--- src/design/ssp_consts.svh ---
`ifndef SSP_CONSTS_SVH
`define SSP_CONSTS_SVH

// register offsets on the plain register port
`define SSP_OFS_DATA     24'hfffe60
`define SSP_OFS_CTRL     24'hfffe62
`define SSP_OFS_STAT     24'hfffe64

// control register field positions
`define SSP_CTL_EN       0
`define SSP_CTL_MST      1
`define SSP_CTL_WIDE     2
`define SSP_CTL_ECHO     3
`define SSP_CTL_EIO      4
`define SSP_CTL_EIR      5
`define SSP_CTL_EIW      6
`define SSP_CTL_SCM      7
`define SSP_CTL_IDLE     8
`define SSP_CTL_DIV_LSB  9
`define SSP_CTL_DIV_MSB  15

// status register field positions
`define SSP_ST_BSY       0
`define SSP_ST_RBF       1
`define SSP_ST_OVR       2

// reset values
`define SSP_CTRL_RST     16'h0000
`define SSP_DATA_RST     16'h0000

// transfer lengths in bits
`define SSP_BITS_WIDE    5'd16
`define SSP_BITS_BYTE    5'd8

`endif

--- src/design/ssp_pkg.sv ---
package ssp_pkg;

	// shifter sequencing, gray coded along idle -> shift -> hold
	typedef enum logic [1:0]
	{
		SSP_IDLE  = 2'b00,
		SSP_SHIFT = 2'b01,
		SSP_HOLD  = 2'b11
	} ssp_state_type;

endpackage

--- src/design/ssp_sync.sv ---
`timescale 1ns/10ps
`default_nettype none

// two-flop synchroniser for asynchronous pin levels
module ssp_sync #(
	parameter int         W    = 1,
	parameter logic [W-1:0] INIT = '0
) (
	// clock and reset
	input  wire logic         clk,
	input  wire logic         rst,
	// raw level in, synchronised level out
	input  wire logic [W-1:0] d,
	output var  logic [W-1:0] q
);

	logic [W-1:0] meta_r;	// first stage, read only by the second

	// both stages in one process; only q leaves this module
	always_ff @(posedge clk)
	begin
		if (rst)
		begin
			meta_r <= INIT;
			q      <= INIT;
		end
		else
		begin
			meta_r <= d;
			q      <= meta_r;
		end
	end

endmodule

`default_nettype wire

--- src/design/ssp_top.sv ---
`timescale 1ns/10ps
`default_nettype none
`include "ssp_consts.svh"

module ssp_top (
	// clock and reset
	input  wire logic        CLK,
	input  wire logic        RST,
	// register port
	input  wire logic [23:0] ADDR,
	input  wire logic [15:0] WDATA,
	input  wire logic        WR,
	input  wire logic        RD,
	output var  logic [15:0] RDATA,
	// shift clock pin
	input  wire logic        SHIFT_CLOCK_PIN_I,
	output var  logic        SHIFT_CLOCK_PIN_O,
	output var  logic        SHIFT_CLOCK_PIN_OE,
	// master-out / slave-in pin
	input  wire logic        MASTER_OUT_SLAVE_IN_PIN_I,
	output wire logic        MASTER_OUT_SLAVE_IN_PIN_O,
	output var  logic        MASTER_OUT_SLAVE_IN_PIN_OE,
	// master-in / slave-out pin
	input  wire logic        MASTER_IN_SLAVE_OUT_PIN_I,
	output wire logic        MASTER_IN_SLAVE_OUT_PIN_O,
	output var  logic        MASTER_IN_SLAVE_OUT_PIN_OE,
	// slave select, active low
	input  wire logic        SLAVE_SELECT_N,
	// interrupt, active high level
	output var  logic        IRQ
);

	ssp_pkg::ssp_state_type state_r;	// shifter sequencing

	logic [15:0] ctrl_r;		// port control register
	logic [15:0] shift_r;		// shifter
	logic [15:0] rdbuf_r;		// read buffer
	logic        rbf_r;			// read buffer full
	logic        ovr_r;			// receive overrun
	logic        valid_r;		// shifter holds software data
	logic [4:0]  bitcnt_r;		// sampled bits so far
	logic [5:0]  hcnt_r;		// master half periods so far
	logic [6:0]  div_cnt_r;		// divider count
	logic        sck_r;			// master shift clock
	logic        first_r;		// no leading edge seen yet
	logic        in_last_r;		// last sampled bit, for echo
	logic        out_bit_r;		// serial output bit
	logic        sck_d_r;		// delayed synchronised clock
	logic        ss_n_d_r;		// delayed synchronised select
	logic        sck_q;			// synchronised slave clock
	logic        mosi_q;		// synchronised slave data in
	logic        ss_n_q;		// synchronised select

	// control fields
	logic        en, mst, wide, echo, overrun_irq_enable_bit, read_full_irq_enable, transfer_done_irq_enable, clock_edge_mode_bit, idle;
	logic [6:0]  div;
	logic [4:0]  nbits;			// bits per transfer
	logic [15:0] stat_v;		// status read value
	// decode and events
	logic        wr_data, wr_ctrl, wr_stat, rd_data, rd_ctrl, rd_stat;
	logic        busy, s_edge, s_lead, m_tick, m_lead, edge_evt, edge_lead;
	logic        samp_on_lead, samp_evt, out_evt, in_bit, m_done, s_done;
	logic        done_evt, start_m, load_s, load_any, buf_free, buf_load;
	logic        hold_rel, s_restart, ss_assert, echo_act;
	logic [15:0] sh_cap;		// shifter value including this cycle's sample

	// shift one bit in; byte mode moves only the low byte
	function automatic logic [15:0] shift_in(input logic [15:0] s, input logic w,
		input logic b);
		shift_in = w ? {s[14:0], b} : {s[15:8], s[6:0], b};
	endfunction

	// bit currently at the output end of the shifter
	function automatic logic top_bit(input logic [15:0] s, input logic w);
		top_bit = w ? s[15] : s[7];
	endfunction

	// value the read buffer takes from a shifter value
	function automatic logic [15:0] merge(input logic [15:0] b, input logic [15:0] s,
		input logic w);
		merge = w ? s : {b[15:8], s[7:0]};
	endfunction

	assign en    = ctrl_r[`SSP_CTL_EN];
	assign mst   = ctrl_r[`SSP_CTL_MST];
	assign wide  = ctrl_r[`SSP_CTL_WIDE];
	assign echo  = ctrl_r[`SSP_CTL_ECHO];
	assign overrun_irq_enable_bit   = ctrl_r[`SSP_CTL_EIO];
	assign read_full_irq_enable   = ctrl_r[`SSP_CTL_EIR];
	assign transfer_done_irq_enable   = ctrl_r[`SSP_CTL_EIW];
	assign clock_edge_mode_bit   = ctrl_r[`SSP_CTL_SCM];
	assign idle  = ctrl_r[`SSP_CTL_IDLE];
	assign div   = ctrl_r[`SSP_CTL_DIV_MSB:`SSP_CTL_DIV_LSB];
	assign nbits = wide ? `SSP_BITS_WIDE : `SSP_BITS_BYTE;
	assign busy  = (state_r != ssp_pkg::SSP_IDLE);

	// address decode, strobes qualified per register
	assign wr_data = WR && (ADDR == `SSP_OFS_DATA);
	assign wr_ctrl = WR && (ADDR == `SSP_OFS_CTRL);
	assign wr_stat = WR && (ADDR == `SSP_OFS_STAT);
	assign rd_data = RD && (ADDR == `SSP_OFS_DATA);
	assign rd_ctrl = RD && (ADDR == `SSP_OFS_CTRL);
	assign rd_stat = RD && (ADDR == `SSP_OFS_STAT);

	// slave-side pins cross into the system clock before edge detection
	ssp_sync #(
		.W    (3),
		.INIT (3'h1)
	) u_sync (
		.clk (CLK),
		.rst (RST),
		.d   ({SHIFT_CLOCK_PIN_I, MASTER_OUT_SLAVE_IN_PIN_I, SLAVE_SELECT_N}),
		.q   ({sck_q, mosi_q, ss_n_q})
	);

	// delayed copies for edge detection, taken after the synchroniser
	always_ff @(posedge CLK)
	begin
		if (RST)
		begin
			sck_d_r  <= 1'b0;
			ss_n_d_r <= 1'b1;
		end
		else
		begin
			sck_d_r  <= sck_q;
			ss_n_d_r <= ss_n_q;
		end
	end

	// slave edges count only while selected; slave rate is limited by the sync delay
	assign s_edge    = en && !mst && !ss_n_q && (state_r != ssp_pkg::SSP_HOLD)
		&& (sck_q != sck_d_r);
	assign s_lead    = (sck_d_r == idle);
	assign s_restart = !mst && ss_n_q && !ss_n_d_r;
	assign ss_assert = !mst && !ss_n_q && ss_n_d_r;
	// master half-period tick every div+1 system clocks
	assign m_tick    = en && mst && (state_r == ssp_pkg::SSP_SHIFT) && (div_cnt_r == div);
	assign m_lead    = (sck_r == idle);
	assign edge_evt  = mst ? m_tick : s_edge;
	assign edge_lead = mst ? m_lead : s_lead;
	// normal mode with low idle samples on the leading (rising) edge
	assign samp_on_lead = !(clock_edge_mode_bit ^ idle);
	assign samp_evt  = edge_evt && (edge_lead == samp_on_lead);
	// first leading output edge is skipped: msb was already presented
	assign out_evt   = edge_evt && (edge_lead != samp_on_lead) && !(edge_lead && first_r);
	assign in_bit    = mst ? MASTER_IN_SLAVE_OUT_PIN_I : mosi_q;
	assign sh_cap    = samp_evt ? shift_in(shift_r, wide, in_bit) : shift_r;
	assign m_done    = m_tick && (hcnt_r == ({nbits, 1'b0} - 6'd1));
	assign s_done    = !mst && samp_evt && (bitcnt_r == (nbits - 5'd1));
	assign done_evt  = m_done || s_done;
	// writes during a running transfer are dropped, software must wait for idle
	assign start_m   = wr_data && en && mst && (state_r != ssp_pkg::SSP_SHIFT);
	assign load_s    = wr_data && en && !mst && (state_r != ssp_pkg::SSP_SHIFT);
	assign load_any  = start_m || load_s;
	assign buf_free  = !rbf_r || rd_data;
	assign buf_load  = done_evt && buf_free;
	assign hold_rel  = en && rd_data && (state_r == ssp_pkg::SSP_HOLD);
	assign echo_act  = echo && !valid_r && !mst;

	// sequencing: idle, shifting, or finished but waiting for the buffer
	always_ff @(posedge CLK)
	begin
		if (RST || !en)
			state_r <= ssp_pkg::SSP_IDLE;
		else if (load_any)
			state_r <= ssp_pkg::SSP_SHIFT;
		else if (done_evt)
			state_r <= buf_free ? ssp_pkg::SSP_IDLE : ssp_pkg::SSP_HOLD;
		else if (hold_rel)
			state_r <= ssp_pkg::SSP_IDLE;
		else if (s_edge && (state_r == ssp_pkg::SSP_IDLE))
			state_r <= ssp_pkg::SSP_SHIFT;	// slave busy on first edge
	end

	// control register, written whole
	always_ff @(posedge CLK)
	begin
		if (RST)
			ctrl_r <= `SSP_CTRL_RST;
		else if (wr_ctrl)
			ctrl_r <= WDATA;
	end

	// shifter: software load or one bit per sample edge
	always_ff @(posedge CLK)
	begin
		if (RST)
			shift_r <= `SSP_DATA_RST;
		else if (load_any)
			shift_r <= WDATA;
		else if (samp_evt)
			shift_r <= sh_cap;
	end

	// read buffer; a write never touches it
	always_ff @(posedge CLK)
	begin
		if (RST)
			rdbuf_r <= `SSP_DATA_RST;
		else if (buf_load)
			rdbuf_r <= merge(rdbuf_r, sh_cap, wide);
		else if (hold_rel)
			rdbuf_r <= merge(rdbuf_r, shift_r, wide);
	end

	// buffer full: load wins over the clearing read in the same cycle
	always_ff @(posedge CLK)
	begin
		if (RST || !en)
			rbf_r <= 1'b0;
		else if (buf_load || hold_rel)
			rbf_r <= 1'b1;
		else if (rd_data)
			rbf_r <= 1'b0;
	end

	// overrun: master start while finished data waits; cleared by writing one
	always_ff @(posedge CLK)
	begin
		if (RST || !en)
			ovr_r <= 1'b0;
		else if (start_m && (state_r == ssp_pkg::SSP_HOLD))
			ovr_r <= 1'b1;
		else if (wr_stat && WDATA[`SSP_ST_OVR])
			ovr_r <= 1'b0;
	end

	// software data valid from the write until the transfer ends
	always_ff @(posedge CLK)
	begin
		if (RST || !en)
			valid_r <= 1'b0;
		else if (load_any)
			valid_r <= 1'b1;
		else if (done_evt)
			valid_r <= 1'b0;
	end

	// bit counter, restarted by select deassertion
	always_ff @(posedge CLK)
	begin
		if (RST || !en || load_any || done_evt || s_restart)
			bitcnt_r <= 5'd0;
		else if (samp_evt)
			bitcnt_r <= bitcnt_r + 5'd1;
	end

	// leading-edge tracker for the skipped first output edge
	always_ff @(posedge CLK)
	begin
		if (RST || load_any || done_evt || s_restart || ss_assert)
			first_r <= 1'b1;
		else if (edge_evt && edge_lead)
			first_r <= 1'b0;
	end

	// last received bit, kept for echo
	always_ff @(posedge CLK)
	begin
		if (RST)
			in_last_r <= 1'b0;
		else if (samp_evt)
			in_last_r <= in_bit;
	end

	// output bit: msb presented early, then changed on the output edge
	always_ff @(posedge CLK)
	begin
		if (RST)
			out_bit_r <= 1'b0;
		else if (load_any)
			out_bit_r <= top_bit(WDATA, wide);
		else if (ss_assert)
			out_bit_r <= echo_act ? mosi_q : top_bit(shift_r, wide);
		else if (out_evt)
			out_bit_r <= echo_act ? in_last_r : top_bit(shift_r, wide);
	end

	// master divider runs only while shifting
	always_ff @(posedge CLK)
	begin
		if (RST || (state_r != ssp_pkg::SSP_SHIFT) || m_tick || load_any)
			div_cnt_r <= 7'd0;
		else
			div_cnt_r <= div_cnt_r + 7'd1;
	end

	// half-period count for the master burst
	always_ff @(posedge CLK)
	begin
		if (RST || load_any)
			hcnt_r <= 6'd0;
		else if (m_tick)
			hcnt_r <= hcnt_r + 6'd1;
	end

	// master clock toggles per tick, sits at idle level when not shifting
	always_ff @(posedge CLK)
	begin
		if (RST)
			sck_r <= 1'b0;
		else if (m_tick)
			sck_r <= !sck_r;
		else if (!mst || (state_r != ssp_pkg::SSP_SHIFT))
			sck_r <= idle;
	end

	// pin directions: master drives clock and data out; slave drives only when selected
	always_ff @(posedge CLK)
	begin
		if (RST)
		begin
			SHIFT_CLOCK_PIN_OE         <= 1'b0;
			MASTER_OUT_SLAVE_IN_PIN_OE <= 1'b0;
			MASTER_IN_SLAVE_OUT_PIN_OE <= 1'b0;
		end
		else
		begin
			SHIFT_CLOCK_PIN_OE         <= mst;
			MASTER_OUT_SLAVE_IN_PIN_OE <= mst;
			MASTER_IN_SLAVE_OUT_PIN_OE <= en && !mst && !ss_n_q;
		end
	end

	assign SHIFT_CLOCK_PIN_O         = sck_r;
	assign MASTER_OUT_SLAVE_IN_PIN_O = out_bit_r;
	assign MASTER_IN_SLAVE_OUT_PIN_O = out_bit_r;

	// interrupt level from the three enabled sources
	always_ff @(posedge CLK)
	begin
		if (RST)
			IRQ <= 1'b0;
		else
			IRQ <= (rbf_r && read_full_irq_enable) || (!busy && transfer_done_irq_enable) || (ovr_r && overrun_irq_enable_bit);
	end

	// status word, reserved bits zero
	always_comb
	begin
		stat_v = 16'h0000;
		stat_v[`SSP_ST_BSY] = busy;
		stat_v[`SSP_ST_RBF] = rbf_r;
		stat_v[`SSP_ST_OVR] = ovr_r;
	end

	// read data valid the cycle after the strobe, zero otherwise
	always_ff @(posedge CLK)
	begin
		if (RST)
			RDATA <= 16'h0000;
		else if (rd_data)
			RDATA <= rdbuf_r;
		else if (rd_ctrl)
			RDATA <= ctrl_r;
		else if (rd_stat)
			RDATA <= stat_v;
		else
			RDATA <= 16'h0000;
	end

	// helper: master clock toggles since the burst started
	logic [5:0] tog_cnt_r;
	always_ff @(posedge CLK)
	begin
		if (RST || load_any)
			tog_cnt_r <= 6'd0;
		else if (mst && (sck_r != idle || m_tick) && m_tick)
			tog_cnt_r <= tog_cnt_r + 6'd1;
	end
endmodule

`default_nettype wire

--- config.mk ---
export PLATFORM = sky130hd
export DESIGN_NAME = ssp_top
export DESIGN_NICKNAME = d
export VERILOG_FILES = /design/src/design/ssp_pkg.sv /design/src/design/ssp_sync.sv /design/src/design/ssp_top.sv
export VERILOG_INCLUDE_DIRS = /design/src /design/src/design
export SDC_FILE = /design/constraint.sdc
export NUM_CORES = 1
export LEC_CHECK = 0
export ABC_AREA = 1
export ABC_CLOCK_PERIOD_IN_PS = 2500
export BUFFER_PORTS_ARGS = -buffer_cell sky130_fd_sc_hd__clkbuf_2
export CAP_MARGIN = 20
export CORE_MARGIN = 4
export CORE_UTILIZATION = 30
export DETAILED_ROUTE_END_ITERATION = 7
export GPL_TIMING_DRIVEN = 0
export SLEW_MARGIN = 25
export SYNTH_ARGS = -nofsm -noshare
export SYNTH_HDL_FRONTEND = slang
export SYNTH_SLANG_ARGS = --single-unit
export TNS_END_PERCENT = 100
--- constraint.sdc ---
create_clock -name CLK -period 2.5 [get_ports CLK]
set_input_delay 0.75 -clock CLK [delete_from_list [all_inputs] [get_ports CLK]]
set_output_delay 0.75 -clock CLK [all_outputs]
set_load 0.05 [all_outputs]
======== Word level (Yosys, flattened, before mapping) ========
Index checks and enable logic that the tools add are counted.
word-level totals
  register bits ........................... 102
  bits in latches ......................... 0
  RAM bits ................................ 0
  bits in read-only memories .............. 0
  bits of input ports ..................... 48
  word-level logic and storage cells ...... 164
  memories ................................ 0
operators by class
  add/sub/neg operators ................... 5
  multipliers ............................. 0
  div/mod/pow operators ................... 0
  magnitude comparators ................... 0
  eq/ne operators ......................... 17
  shift-type cells ........................ 0
  multiplexer cells ....................... 35
  bitwise logic cells ..................... 1
  reduce and logical (&&, ||, !) cells .... 82
operator list
  kind                                                  count
  2-to-1 mux 16 bit                                     10
  equality test 24 bit (second input constant)          3
  logical AND 1 bit                                     41
  2-to-1 mux 1 bit                                      19
  logical OR 1 bit                                      18
  nonzero test 2 bit                                    7
  zero test 1 bit                                       10
  2-to-1 mux 2 bit                                      4
  adder 7 x 1 -> 7 bit (second input constant)          1
  equality test 7 bit                                   1
  adder 6 x 1 -> 6 bit (second input constant)          1
  equality test 6 bit                                   1
  != test 2 bit (second input constant)                 3
  nonzero test 3 bit                                    2
  subtractor 6 x 1 -> 6 bit (second input constant)     1
  adder 5 x 1 -> 5 bit (second input constant)          1
  equality test 5 bit                                   1
  2-to-1 mux 5 bit                                      1
  subtractor 5 x 1 -> 5 bit (second input constant)     1
  nonzero test 4 bit                                    1
  equality test 1 bit                                   3
  2-to-1 mux 3 bit                                      1
  AND reduction 3 bit                                   1
  equality test 2 x 1 -> 1 bit (second input constant)  1
  6 further kinds                                       7

======== Logic depth before layout (Yosys ltp) ========
Gate-level depths: netlist of run 1.
  word-level depth ........................ 13
  depth in mapped cells ................... 16

======== Hierarchy ========
Synthesis of run 1 repeated with hierarchy kept, for this count alone.
unflattened totals
  cell total of the unflattened synthesis .. 762
  area total of the unflattened synthesis .. 5173.7 um^2
by module, submodules not included
  module    instances  cells each  area an instance (um^2)  seq. area each (um^2)
  ssp_top   1          743         5004.8                   1921.8
  ssp_sync  1          19          168.9                    120.1

======== Worst setup path after synthesis of run 1 ========
OpenSTA, ideal clock, no wires.
  path kind ............................... input to register
  start point ............................. input ADDR[4]
  end point ............................... register bitcnt_r[0]
  setup time .............................. 120 ps
  arrival ................................. 1991 ps
  required time ........................... 2380 ps
  slack ................................... 389 ps
  stages on the path ...................... 12
  path through ............................ nor2_1 > nand3_1 > inv_2 > nand3_1 > nor2_1 > and2_4 > nand3_1 > buf_4 > nand2_2 > nor3_1 > nand2_1 > a21oi_1
between the ends
  word-level cells in the longest chain between the ends .. 9
RTL lines
  what                                                       RTL line                        text
  from (decl)                                                ssp_top.sv:10                   input wire logic [23:0] ADDR,
  equality test 24 bit (no line) *                           n/a
  logical AND 1 bit *                                        ssp_top.sv:98                   assign wr_data = WR && (ADDR == `SSP_OFS_DATA);
  logical AND 1 bit *                                        ssp_top.sv:153, ssp_top.sv:154
  logical AND 1 bit, on equally long branches (2 in series)  ssp_top.sv:153, ssp_top.sv:154
  logical OR 1 bit *                                         ssp_top.sv:155                  assign load_any = start_m || load_s;
  logical OR 1 bit * (3 in series)                           ssp_top.sv:243                  if (RST || !en || load_any || done_evt || s_restart)
  to (signal assigned)                                       ssp_top.sv:246                  bitcnt_r <= bitcnt_r + 5'd1;
  to (decl)                                                  ssp_top.sv:41                   logic [4:0] bitcnt_r;
Every way passes the cells marked *; elsewhere a longest branch is shown, timed or not.
A chain may end at the register's enable or synchronous reset.

======== Final worst setup path of run 1 ========
  start point ............................. register ctrl_r[0]
  end point ............................... register rdbuf_r[12]
between the ends
  word-level cells in the longest chain between the ends .. 12
RTL lines
  what                                                           RTL line        text
  from (decl)                                                    ssp_top.sv:35   logic [15:0] ctrl_r;
  from (signal assigned)                                         ssp_top.sv:180  ctrl_r <= `SSP_CTRL_RST;
  logical AND 1 bit (3 in series)                                ssp_top.sv:132  assign s_edge = en && !mst && !ss_n_q && (state_r != ssp_pkg::SSP_HOLD)
  logical AND 1 bit                                              ssp_top.sv:133  && (sck_q != sck_d_r);
  2-to-1 mux 1 bit                                               ssp_top.sv:140  assign edge_evt = mst ? m_tick : s_edge;
  logical AND 1 bit                                              ssp_top.sv:144  assign samp_evt = edge_evt && (edge_lead == samp_on_lead);
  logical AND 1 bit (2 in series)                                ssp_top.sv:150  assign s_done = !mst && samp_evt && (bitcnt_r == (nbits - 5'd1));
  logical OR 1 bit                                               ssp_top.sv:151  assign done_evt = m_done || s_done;
  logical AND 1 bit                                              ssp_top.sv:157  assign buf_load = done_evt && buf_free;
  != test 2 bit (no line) or nonzero test 2 bit (tied branches)  n/a
  AND reduction 3 bit (no line)                                  n/a
  to (signal assigned)                                           ssp_top.sv:200  rdbuf_r <= `SSP_DATA_RST;
  to (signal assigned)                                           ssp_top.sv:202  rdbuf_r <= merge(rdbuf_r, sh_cap, wide);
  to (signal assigned)                                           ssp_top.sv:204  rdbuf_r <= merge(rdbuf_r, shift_r, wide);
  to (decl)                                                      ssp_top.sv:37   logic [15:0] rdbuf_r;
Parallel ways exist; a longest one is shown, timed or not. The select of a mux whose other input is x is not followed.

==> results of run 1 <==
## final timing paths
path,end,slack [ns],depth (start not counted)
max,rdbuf_r[12],0.13,13
min,u_sync.q[2],0.40,2
max reg2reg,rdbuf_r[12],0.13,13
min reg2reg,u_sync.q[2],0.40,2
## metrics by stage
stage,hold WS [ns],power [mW]
after global placement,0.392,1.81
after detailed placement,0.396,1.81
after floorplan,0.388,1.73
final,0.404,3.20
after global routing,0.425,3.30
after CTS,0.406,3.23
## power by group through the flow
| stage | Sequential [mW] | Combinational, mW | Clock (mW) |
|---|---|---|---|
| finish | 1.63 | 0.137 | 1.43 |
| global route | 1.63 | 0.150 | 1.51 |
| CTS | 1.63 | 0.137 | 1.46 |
| detailed placement | 1.67 | 0.136 | 0 |
| global placement | 1.67 | 0.135 | 0 |
| floorplan | 1.67 | 0.0564 | 0 |
## worst min-delay path, stage by stage, from the launching register on
cell and delay [ns]:
dfxtp_1 0.30, inv_1 0.04, nor2_1 0.03
## Yosys cell counts
cell / n / area [um2]
nand2_1: 237 / 890
dfxtp_1: 102 / 2040
inv_1: 76 / 285
nor2_1: 76 / 285
a21oi_1: 56 / 280
nand3_1: 49 / 245
o21ai_0: 37 / 185
o21ai_1: 20 / 100
inv_2: 15 / 56.3
clkbuf_1: 14 / 52.6
nor3_1: 13 / 65.1
nand4_1: 12 / 75.1
nand2_2: 8 / 50.1
a31oi_1: 7 / 43.8
buf_2: 7 / 35.0
o211ai_1: 6 / 45.0
xor2_1: 6 / 52.6
buf_4: 5 / 37.5
buf_6: 4 / 45.0
nor3b_1: 4 / 30.0
ha_1: 3 / 37.5
nor2_2: 3 / 18.8
xnor2_1: 3 / 26.3
a211oi_1: 2 / 15.0
nor2_4: 2 / 22.5
o21a_1: 2 / 15.0
o31ai_1: 2 / 15.0
or2_2: 2 / 12.5
and2_4: 1 / 8.76
clkinv_1: 1 / 3.75
inv_6: 1 / 8.76
mux2i_1: 1 / 10.0
nand2_4: 1 / 11.3
nand3_2: 1 / 10.0
nand4_2: 1 / 12.5
nor3_2: 1 / 10.0
o21bai_1: 1 / 7.51
or2_0: 1 / 6.26
xor2_2: 1 / 16.3
## logic make-up after synthesis
kind of cell    synth area share [%]
simple gates                    33.9
compound gates                  13.7
buf+inv                         10.1
flops                           39.5
xor+xnor                        1.84
fa+ha+maj                      0.726
mux                            0.194
## final cells by class
type	count	area (um2)	share of cell area, %
well taps	220	275	4.50
clock buffers	11	233	3.81
flip-flops and latches	102	2040	33.4
multi-input cells	559	2630	43.0
repair buffers	70	350	5.73
plain buffers	30	173	2.82
clock inverters	5	57.6	0.942
inverters	93	354	5.79
## flip-flops by register name, indices dropped and copies added (netlist names), 2 cells and up
register and count:
u_sync.q 3, state_r 2, RDATA 16, rdbuf_r 16
shift_r 16, u_sync.meta_r 3, bitcnt_r 5, hcnt_r 6
div_cnt_r 7, ctrl_r 16
## layer usage
layer / vias up / share of wire (%) / global-route usage, %
li1: 2672 / - / -
met1: 2324 / 46 / 24.0
met2: 179 / 42 / 25.1
met3: 24 / 9.6 / 3.70
met4: 0 / 2.0 / 5.05
met5: - / 0 / 0
==> metrics.md, run 1 <==
| Metric | Value |
|---|---|
| Status | finished clean |
| Gate power share | 4.3% |
| Post-CTS Resized | 0 |
| Final nets | 916 |
| Htree depth | 3 |
| Clock power share | 44.7% |
| Lkg Pwr | 2.70 nW |
| Setup violators final | 0 |
| Worst slew margin | 55.5% |
| Pwr dens | 524 mW/mm2 |
| Max Clk Rate | 421 MHz |
| Clock tree buffer depth | 2 |
| Worst setup margin | 0.125 ns |
| Critical-path top delay cell | dfxtp_1 |
| Die span in y | 139 um |
| Number of global-route vias before repair | 4857 |
| Reg-to-reg startpoint | ctrl_r[0] |
| Clk root buf | clkbuf_16 |
| DP Area | 0.00579 mm2 |
| Most frequent cells in the layout | 237 x nand2_1, 102 x dfxtp_1, 76 x inv_1, 76 x nor2_1, 70 x clkbuf_2 |
| Count of hold-fix buffers inserted at cts | 0 |
| Final Hold Viols | 0 |
| Skew-Pair Late Insertion Delay | 0.36 ns |
| Slew at the pin closest to its max-slew limit | 0.667 ns |
| N_diodes | 0 |
| Flops & latches, synth | 102 |
| Final ANT Viol Nets | 0 |
| Synth warn | 0 |
| Cells after Synth | 784 |
| Place WS | -0.144 ns |
| CP Capture Type | flip-flop |
| Core Util, Final | 36.5% |
| First-pass GRT wire length | 25800 um |
| Mapped cell area | 0.00517 mm2 |
| Antenna violations before repair | 0 |
| Leading cell type in the layout, fill and taps excluded | nand2_1 |
| Peak VDD IR | 443 uV |
| Hpwl dp | 12500 um |
| Max-Cap Viols | 0 |
| Layout cells sized above 1 | 16.0% |
| CTS tree | yes |
| Setup TNS | 0 ns |
| Kind of critical path | reg -> reg |
| Synthesized Nets | 835 |
| Number of buffers and inverters on the critical path | 3 |
| Port Buf Inserts | 70 |
| Internal Power | 2.46 mW |
| Grt ovf | 0 |
| Postcts setup bufs | 0 |
| Vias per cell | 4.77 |
| Row count | 47 |
| Seq/Total Area, Yosys | 39.5% |
| Crit path cell chain | clkbuf_4 -> inv_2 -> nor3_2 -> nand3_2 -> nand2_2 -> nand3_2 -> nand2_4 -> nand2_2 -> buf_2 -> nand2_1 -> nand2_1 -> nor2_1 -> nor2_1 |
| Hold path start | u_sync.meta_r[2] |
| Synth cell types | 39 |
| Starting Density | 30.8% |
| Clock skew | 0.00857 ns |
| Via count | 5199 |
| RSZ-0062 raised after global routing | no |
| Placed insts | 1074 |
| Fillers | 1838 |
| Drt initial violations | 432 |
| First-pass detailed-route iteration total | 5 |
| I/O pin total | 71 |
| CP max FO | 10 |
| Worst min-delay path class | reg -> reg |
| Die Wd | 139 um |
| Die Area | 0.0194 mm2 |
| Clock buffer count from CTS | 9 |
| Reg power frac | 51.0% |
| Largest net degree at the start of global routing | 17 |
| Non-filler cells, final | 1090 |
| Max Slew Vio Count | 0 |
| CP startpoint kind | flip-flop |
| CP top delay family | simple AND/OR/NAND/NOR gates |
| Core area | 0.0168 mm2 |
| Crit. Startpoint | ctrl_r[0] |
| Minimum clock period | 2.37 ns |
| Syn Area/Cell | 6.59 um2 |
| Worst EP required | 2.75 ns |
| Total Wirelength | 16000 um |
| Largest stage delay on the critical path | 0.31 ns |
| Crit share post-route | 95.0% |
| Syn-to-layout area delta | 18.3% |
| Net Sw Frac | 23.2% |
| CP arrival | 2.62 ns |
| DRC | 0 |
| RD Place Congestion | 0.934 |
| Final instance area | 0.00611 mm2 |
| CTS clk-pin slew, worst paths | 0.07 ns |
| WL per Instance | 14.7 um |
| Net Switching | 0.741 mW |
| Clk sink count | 102 |
| Total track usage | 16.7% |
(Power assumes the default switching activity.)
==> run 2, diff against run 1 <==
- REMOVE_ABC_BUFFERS: default -> 1
==> metrics.md, run 2 (synthesized netlist as in run 1, its figures left out) <==
| Metric | Value |
|---|---|
| Critical-path top delay cell | nand2_4 |
| Pwr dens | 517 mW/mm2 (-1.3%) |
| Final ANT Viol Nets | 0 (unchanged) |
| Crit path cell chain | clkbuf_2 -> inv_2 -> nor3_1 -> nand2_1 -> nor3_1 -> nand3_1 -> nand2_4 -> nand2_4 -> nand2_1 -> nand2_2 -> nand2_1 -> nand2_1 -> nor2_1 |
| CP top delay family | simple AND/OR/NAND/NOR gates |
| Fillers | 1800 (-2.1%) |
| WL per Instance | 14.1 um (-3.7%) |
| Register area | 0.00205 mm2 (+0.43%) |
| Skew-Pair Late Insertion Delay | 0.36 ns (about the same) |
| Final Hold Viols | 0 (unchanged) |
| Row count | 47 (unchanged) |
| Via count | 5009 (-3.7%) |
| Hpwl dp | 10800 um (-14%) |
| Slew at the pin closest to its max-slew limit | 0.826 ns (+0.159 ns) |
| Setup TNS | 0 ns (unchanged) |
| Clk root buf | clkbuf_16 |
| Count of hold-fix buffers inserted at cts | 0 (unchanged) |
| Antenna violations before repair | 0 (unchanged) |
| Minimum clock period | 2.28 ns (-0.0975 ns) |
| Place WS | -0.728 ns (-0.584 ns) |
| DP Area | 0.00566 mm2 (-2.4%) |
| Leading cell type in the layout, fill and taps excluded | nand2_1 |
| Syn-to-layout area delta | 16.9% |
| Crit path top cell by count | nand2_1 |
| Largest stage delay on the critical path | 0.25 ns (-0.06 ns) |
| Number of global-route vias before repair | 4737 (-2.5%) |
| Max-Cap Viols | 0 (unchanged) |
| Max Clk Rate | 439 MHz (+4.3%) |
| Worst min-delay path class | reg -> reg |
| N_diodes | 0 (unchanged) |
| Layout cells sized above 1 | 15.9% (-0.081 points) |
| Htree depth | 3 (unchanged) |
| Clock tree buffer depth | 2 (unchanged) |
| Starting Density | 30.8% (unchanged) |
| Lkg Pwr | 2.62 nW (-2.7%) |
| Status | finished clean |
| Clk sink count | 102 (unchanged) |
| Die Area | 0.0194 mm2 (unchanged) |
| First-pass GRT wire length | 24700 um (-4.6%) |
| Core area | 0.0168 mm2 (unchanged) |
| Total Wirelength | 15000 um (-6.1%) |
| Number of buffers and inverters on the critical path | 2 (-1) |
| Total track usage | 15.6% (-1.1 points) |
| Peak VDD IR | 327 uV (-26%) |
| Non-filler cells, final | 1063 (-2.5%) |
| Grt ovf | 0 (unchanged) |
| CTS clk-pin slew, worst paths | 0.07 ns (about the same) |
| CP startpoint kind | primary input |
| Most frequent cells in the layout | 236 x nand2_1, 99 x dfxtp_1, 76 x nor2_1 |
| Die span in y | 139 um (unchanged) |
| Die Wd | 139 um (unchanged) |
| Kind of critical path | in -> reg |
| DRC | 0 (unchanged) |
| Worst setup margin | 0.223 ns (+0.0975 ns) |
| I/O pin total | 71 (unchanged) |
| Placed insts | 1045 (-2.7%) |
| CP arrival | 2.57 ns (-0.05 ns) |
| CP max FO | 22 (+12) |
| Largest net degree at the start of global routing | 34 (+17) |
| RD Place Congestion | 0.832 (-11%) |
| First-pass detailed-route iteration total | 5 (unchanged) |
| Port Buf Inserts | 70 (unchanged) |
| RSZ-0062 raised after global routing | no |
| Setup violators final | 0 (unchanged) |
| Vias per cell | 4.71 (-1.2%) |
| Worst EP required | 2.80 ns (+0.05 ns) |
| Drt initial violations | 408 (-5.6%) |
| Crit share post-route | 91.1% (-3.9 points) |
| Clock skew | 0.00813 ns (-0.000442 ns) |
| Final nets | 889 (-2.9%) |
| Clock buffer count from CTS | 9 (unchanged) |
| Area occupied by multi-input gates | 0.00268 mm2 (+1.8%) |
| CP Capture Type | flip-flop |
| CTS tree | yes |
| Worst slew margin | 44.9% (-11 points) |
| Final instance area | 0.00604 mm2 (-1.1%) |
| Core Util, Final | 36.1% (-0.42 points) |
| Max Slew Vio Count | 0 (unchanged) |
## run 2: cell types whose count changed in the layout (fill, tap and decap cells not counted), sizes merged
cell / delta
inv: -1
clkinvlp: +2
bufinv: -1
buf: -11
clkbuf: -16
## run 2: area by class of cell
class	count	share of cell area, %
clock inverter	5	0.725
inverter	93	5.98
timing repair buffer	73	6.50
multi-input combinational	559	44.3
tap	220	4.56
sequential	102	33.9
clock buffer	11	4.02
## run 2: worst min-delay path: stages (launching register included)
cell and delay (ns):
dfxtp_1 0.30, inv_1 0.04, nor2_1 0.03
## run 2: path summary, 6_finish.rpt
| check | cells after the start | slack (ns) | to | start |
|---|---|---|---|---|
| max | 13 | 0.22 | rdbuf_r[13] | ADDR[9] |
| max reg2reg | 13 | 0.28 | rdbuf_r[13] | div_cnt_r[0] |
| min | 2 | 0.40 | u_sync.q[1] | u_sync.meta_r[1] |
| min reg2reg | 2 | 0.40 | u_sync.q[1] | u_sync.meta_r[1] |
## run 2: stage by stage
| stage | hold WS [ns] | total power [mW] |
|---|---|---|
| 5_1_grt | 0.426 | 3.24 |
| 3_3_place_gp | 0.391 | 1.80 |
| 6_report | 0.402 | 3.12 |
| 3_5_place_dp | 0.392 | 1.80 |
| 2_1_floorplan | 0.388 | 1.72 |
| 4_1_cts | 0.403 | 3.16 |
## run 2: what timing repair did
| action | in CTS | in global routing |
|---|---|---|
| gates cloned | 0 | 0 |
| pin swaps | 1 | 1 |
| resized for setup | 10 | 11 |
| endpoints found under the setup margin | 37 | 30 |
| buffers inserted | 2 | 0 |
## run 2: power breakdown
part           internal [mW]  switching (mW)  leakage, nW  total (mW)
Clock                  0.714           0.645        0.134        1.36
Sequential              1.63         0.00301        0.825        1.63
Combinational         0.0487          0.0836         1.66       0.132
Total                   2.39           0.731         2.62        3.12
## run 2: layer usage
metal / GRT usage (%) / vias up / part of all wire, %
met3: 3.95 / 16 / 5.9
met4: 3.91 / 0 / 1.5
met5: 0 / - / 0
met2: 24.5 / 154 / 45
li1: - / 2617 / -
met1: 21.7 / 2222 / 48
==> run 3, diff against run 2 <==
- PLACE_DENSITY_LB_ADDON: default -> 0.08
==> metrics.md, run 3 (synthesized netlist as in run 1, its figures left out) <==
| Metric | Value |
|---|---|
| Status | finished clean |
| Skew-Pair Late Insertion Delay | 0.36 ns (about the same) |
| CP arrival | 2.55 ns (-0.02 ns) |
| Via count | 5118 (+2.2%) |
| Port Buf Inserts | 70 (unchanged) |
| Peak VDD IR | 335 uV (+2.4%) |
| RSZ-0062 raised after global routing | yes |
| Slew at the pin closest to its max-slew limit | 0.792 ns (-0.0341 ns) |
| Clk sink count | 102 (unchanged) |
| Number of global-route vias before repair | 4844 (+2.3%) |
| Kind of critical path | in -> reg |
| Max Clk Rate | 435 MHz (-0.87%) |
| Row count | 47 (unchanged) |
| RD Place Congestion | 0.819 (-1.6%) |
| First-pass GRT wire length | 26100 um (+5.7%) |
| Minimum clock period | 2.30 ns (+0.0201 ns) |
| N_diodes | 0 (unchanged) |
| Final Hold Viols | 0 (unchanged) |
| Starting Density | 30.8% (unchanged) |
| WL per Instance | 15.4 um (+8.6%) |
| Clock skew | 0.00888 ns (+0.000748 ns) |
| Hold path depth | 2 (unchanged) |
| Htree depth | 3 (unchanged) |
| Clock tree buffer depth | 2 (unchanged) |
| CP startpoint kind | primary input |
| Worst R2R Setup Slack | 0.24 ns (-0.04 ns) |
| R2R depth | 12 (-1) |
| Most frequent cells in the layout | 236 x nand2_1, 98 x dfxtp_1, 76 x nor2_1 |
| Clk root buf | clkbuf_16 |
| CTS clk-pin slew, worst paths | 0.07 ns (about the same) |
| Syn-to-layout area delta | 17.8% |
| Count of hold-fix buffers inserted at cts | 0 (unchanged) |
| Worst min-delay path class | reg -> reg |
| Hold path start | u_sync.meta_r[1] |
| Die Wd | 139 um (unchanged) |
| Setup violators final | 0 (unchanged) |
| First-pass detailed-route iteration total | 5 (unchanged) |
| Vias per cell | 4.80 (+1.8%) |
| Largest net degree at the start of global routing | 34 (unchanged) |
| Hpwl dp | 12100 um (+12%) |
| Total Wirelength | 16400 um (+9.0%) |
| DRC | 0 (unchanged) |
| Place WS | -0.864 ns (-0.136 ns) |
| Worst setup margin | 0.203 ns (-0.0201 ns) |
| Die span in y | 139 um (unchanged) |
| I/O pin total | 71 (unchanged) |
| Layout cells sized above 1 | 16.3% (+0.40 points) |
| Final nets | 893 (+0.45%) |
| Leading cell type in the layout, fill and taps excluded | nand2_1 |
| Crit share post-route | 91.9% (+0.80 points) |
| Drt initial violations | 331 (-19%) |
| CP Capture Type | flip-flop |
| Max Slew Vio Count | 0 (unchanged) |
| Worst EP required | 2.75 ns (-0.05 ns) |
| Clock buffer count from CTS | 9 (unchanged) |
| CP max FO | 10 (-55%) |
| Die Area | 0.0194 mm2 (unchanged) |
| Max-Cap Viols | 0 (unchanged) |
| CTS tree | yes |
| Antenna violations before repair | 0 (unchanged) |
| Worst slew margin | 47.2% (+2.3 points) |
| Reg-to-reg startpoint | ctrl_r[0] |
| Grt ovf | 0 (unchanged) |
| Hold EP | u_sync.q[1] |
| Total track usage | 16.9% (+1.2 points) |
| Core area | 0.0168 mm2 (unchanged) |
| Core Util, Final | 36.3% (+0.29 points) |
| Lkg Pwr | 2.66 nW (+1.2%) |
| Final ANT Viol Nets | 0 (unchanged) |
| End of the worst register-to-register path | rdbuf_r[13] |
| Pwr dens | 528 mW/mm2 (+2.2%) |
run 3: cell count changes in the layout (fill, tap and decap cells not counted), sizes merged:
cell,change
bufinv,+1
clkinvlp,-2
buf,+4
clkinv,+1
run 3: power breakdown:
| group | switching (mW) | internal [mW] |
|---|---|---|
| clock network | 0.666 | 0.782 |
| logic | 0.0869 | 0.0489 |
| registers | 0.00303 | 1.63 |
run 3: metrics by stage:
| step | TNS (ns) | hold WS [ns] | std cells | power (mW) | cell area, um2 |
|---|---|---|---|---|---|
| 2_1_floorplan | -0.149 | 0.388 | 754 | 1.72 | 5000 |
| 3_3_place_gp | -59.25 | 0.391 | 1044 | 1.80 | 5620 |
| 3_5_place_dp | -24.29 | 0.397 | 1045 | 1.80 | 5660 |
| 4_1_cts | -0.0430 | 0.410 | 1062 | 3.25 | 5990 |
| 5_1_grt | -0.0315 | 0.428 | 1067 | 3.32 | 6090 |
| 6_report | 0 | 0.406 | 1067 | 3.22 | 6090 |
run 3: final cells by class:
class                           instances  area [um2]
Clock buffer                           11         233
Clock inverter                          5        57.6
Fill cell                            1832       10700
Inverter                               93         362
Multi-Input combinational cell        559        2690
Sequential cell                       102        2050
Tap cell                              220         275
Timing Repair Buffer                   77         423
run 3: what timing repair did:
action,in CTS,in global routing
setup endpoints to repair,40,39
pin swaps,0,2
resized for setup,11,13
setup buffers,1,5
run 3: worst max-delay path by stage:
stage                       from           to  slack (ns)  cells past startpoint
3_5_place_dp           ctrl_r[1]   rdbuf_r[8]       -0.86                     13
3_3_place_gp                 RST  bitcnt_r[1]       -1.27                      6
6_report                 ADDR[9]   rdbuf_r[9]        0.20                     12
4_1_cts                  ADDR[4]   shift_r[2]       -0.01                     12
5_1_grt                  ADDR[4]   shift_r[9]       -0.02                     12
2_1_floorplan  SHIFT_CLOCK_PIN_O  rdbuf_r[10]       -0.02                     13
run 3: layer usage:
metal  global-route usage (%)  vias up  part of all wire [%]
met5                        0        -                     0
met4                     6.13        0                   2.1
met3                     2.74       21                   3.6
met2                     28.0      109                    48
met1                     22.2     2351                    47
li1                         -     2637                     -
run 3: worst max-delay path, cell delays in order:
cell and delay [ns]:
clkbuf_2 0.10, inv_2 0.03, nor3_1 0.22, nand2_1 0.12, nor3_1 0.16, nand3_1 0.21
nand2_4 0.23, nand2_1 0.09, nand2_1 0.08, nand2_1 0.22, nor2_1 0.26, nor2_1 0.07
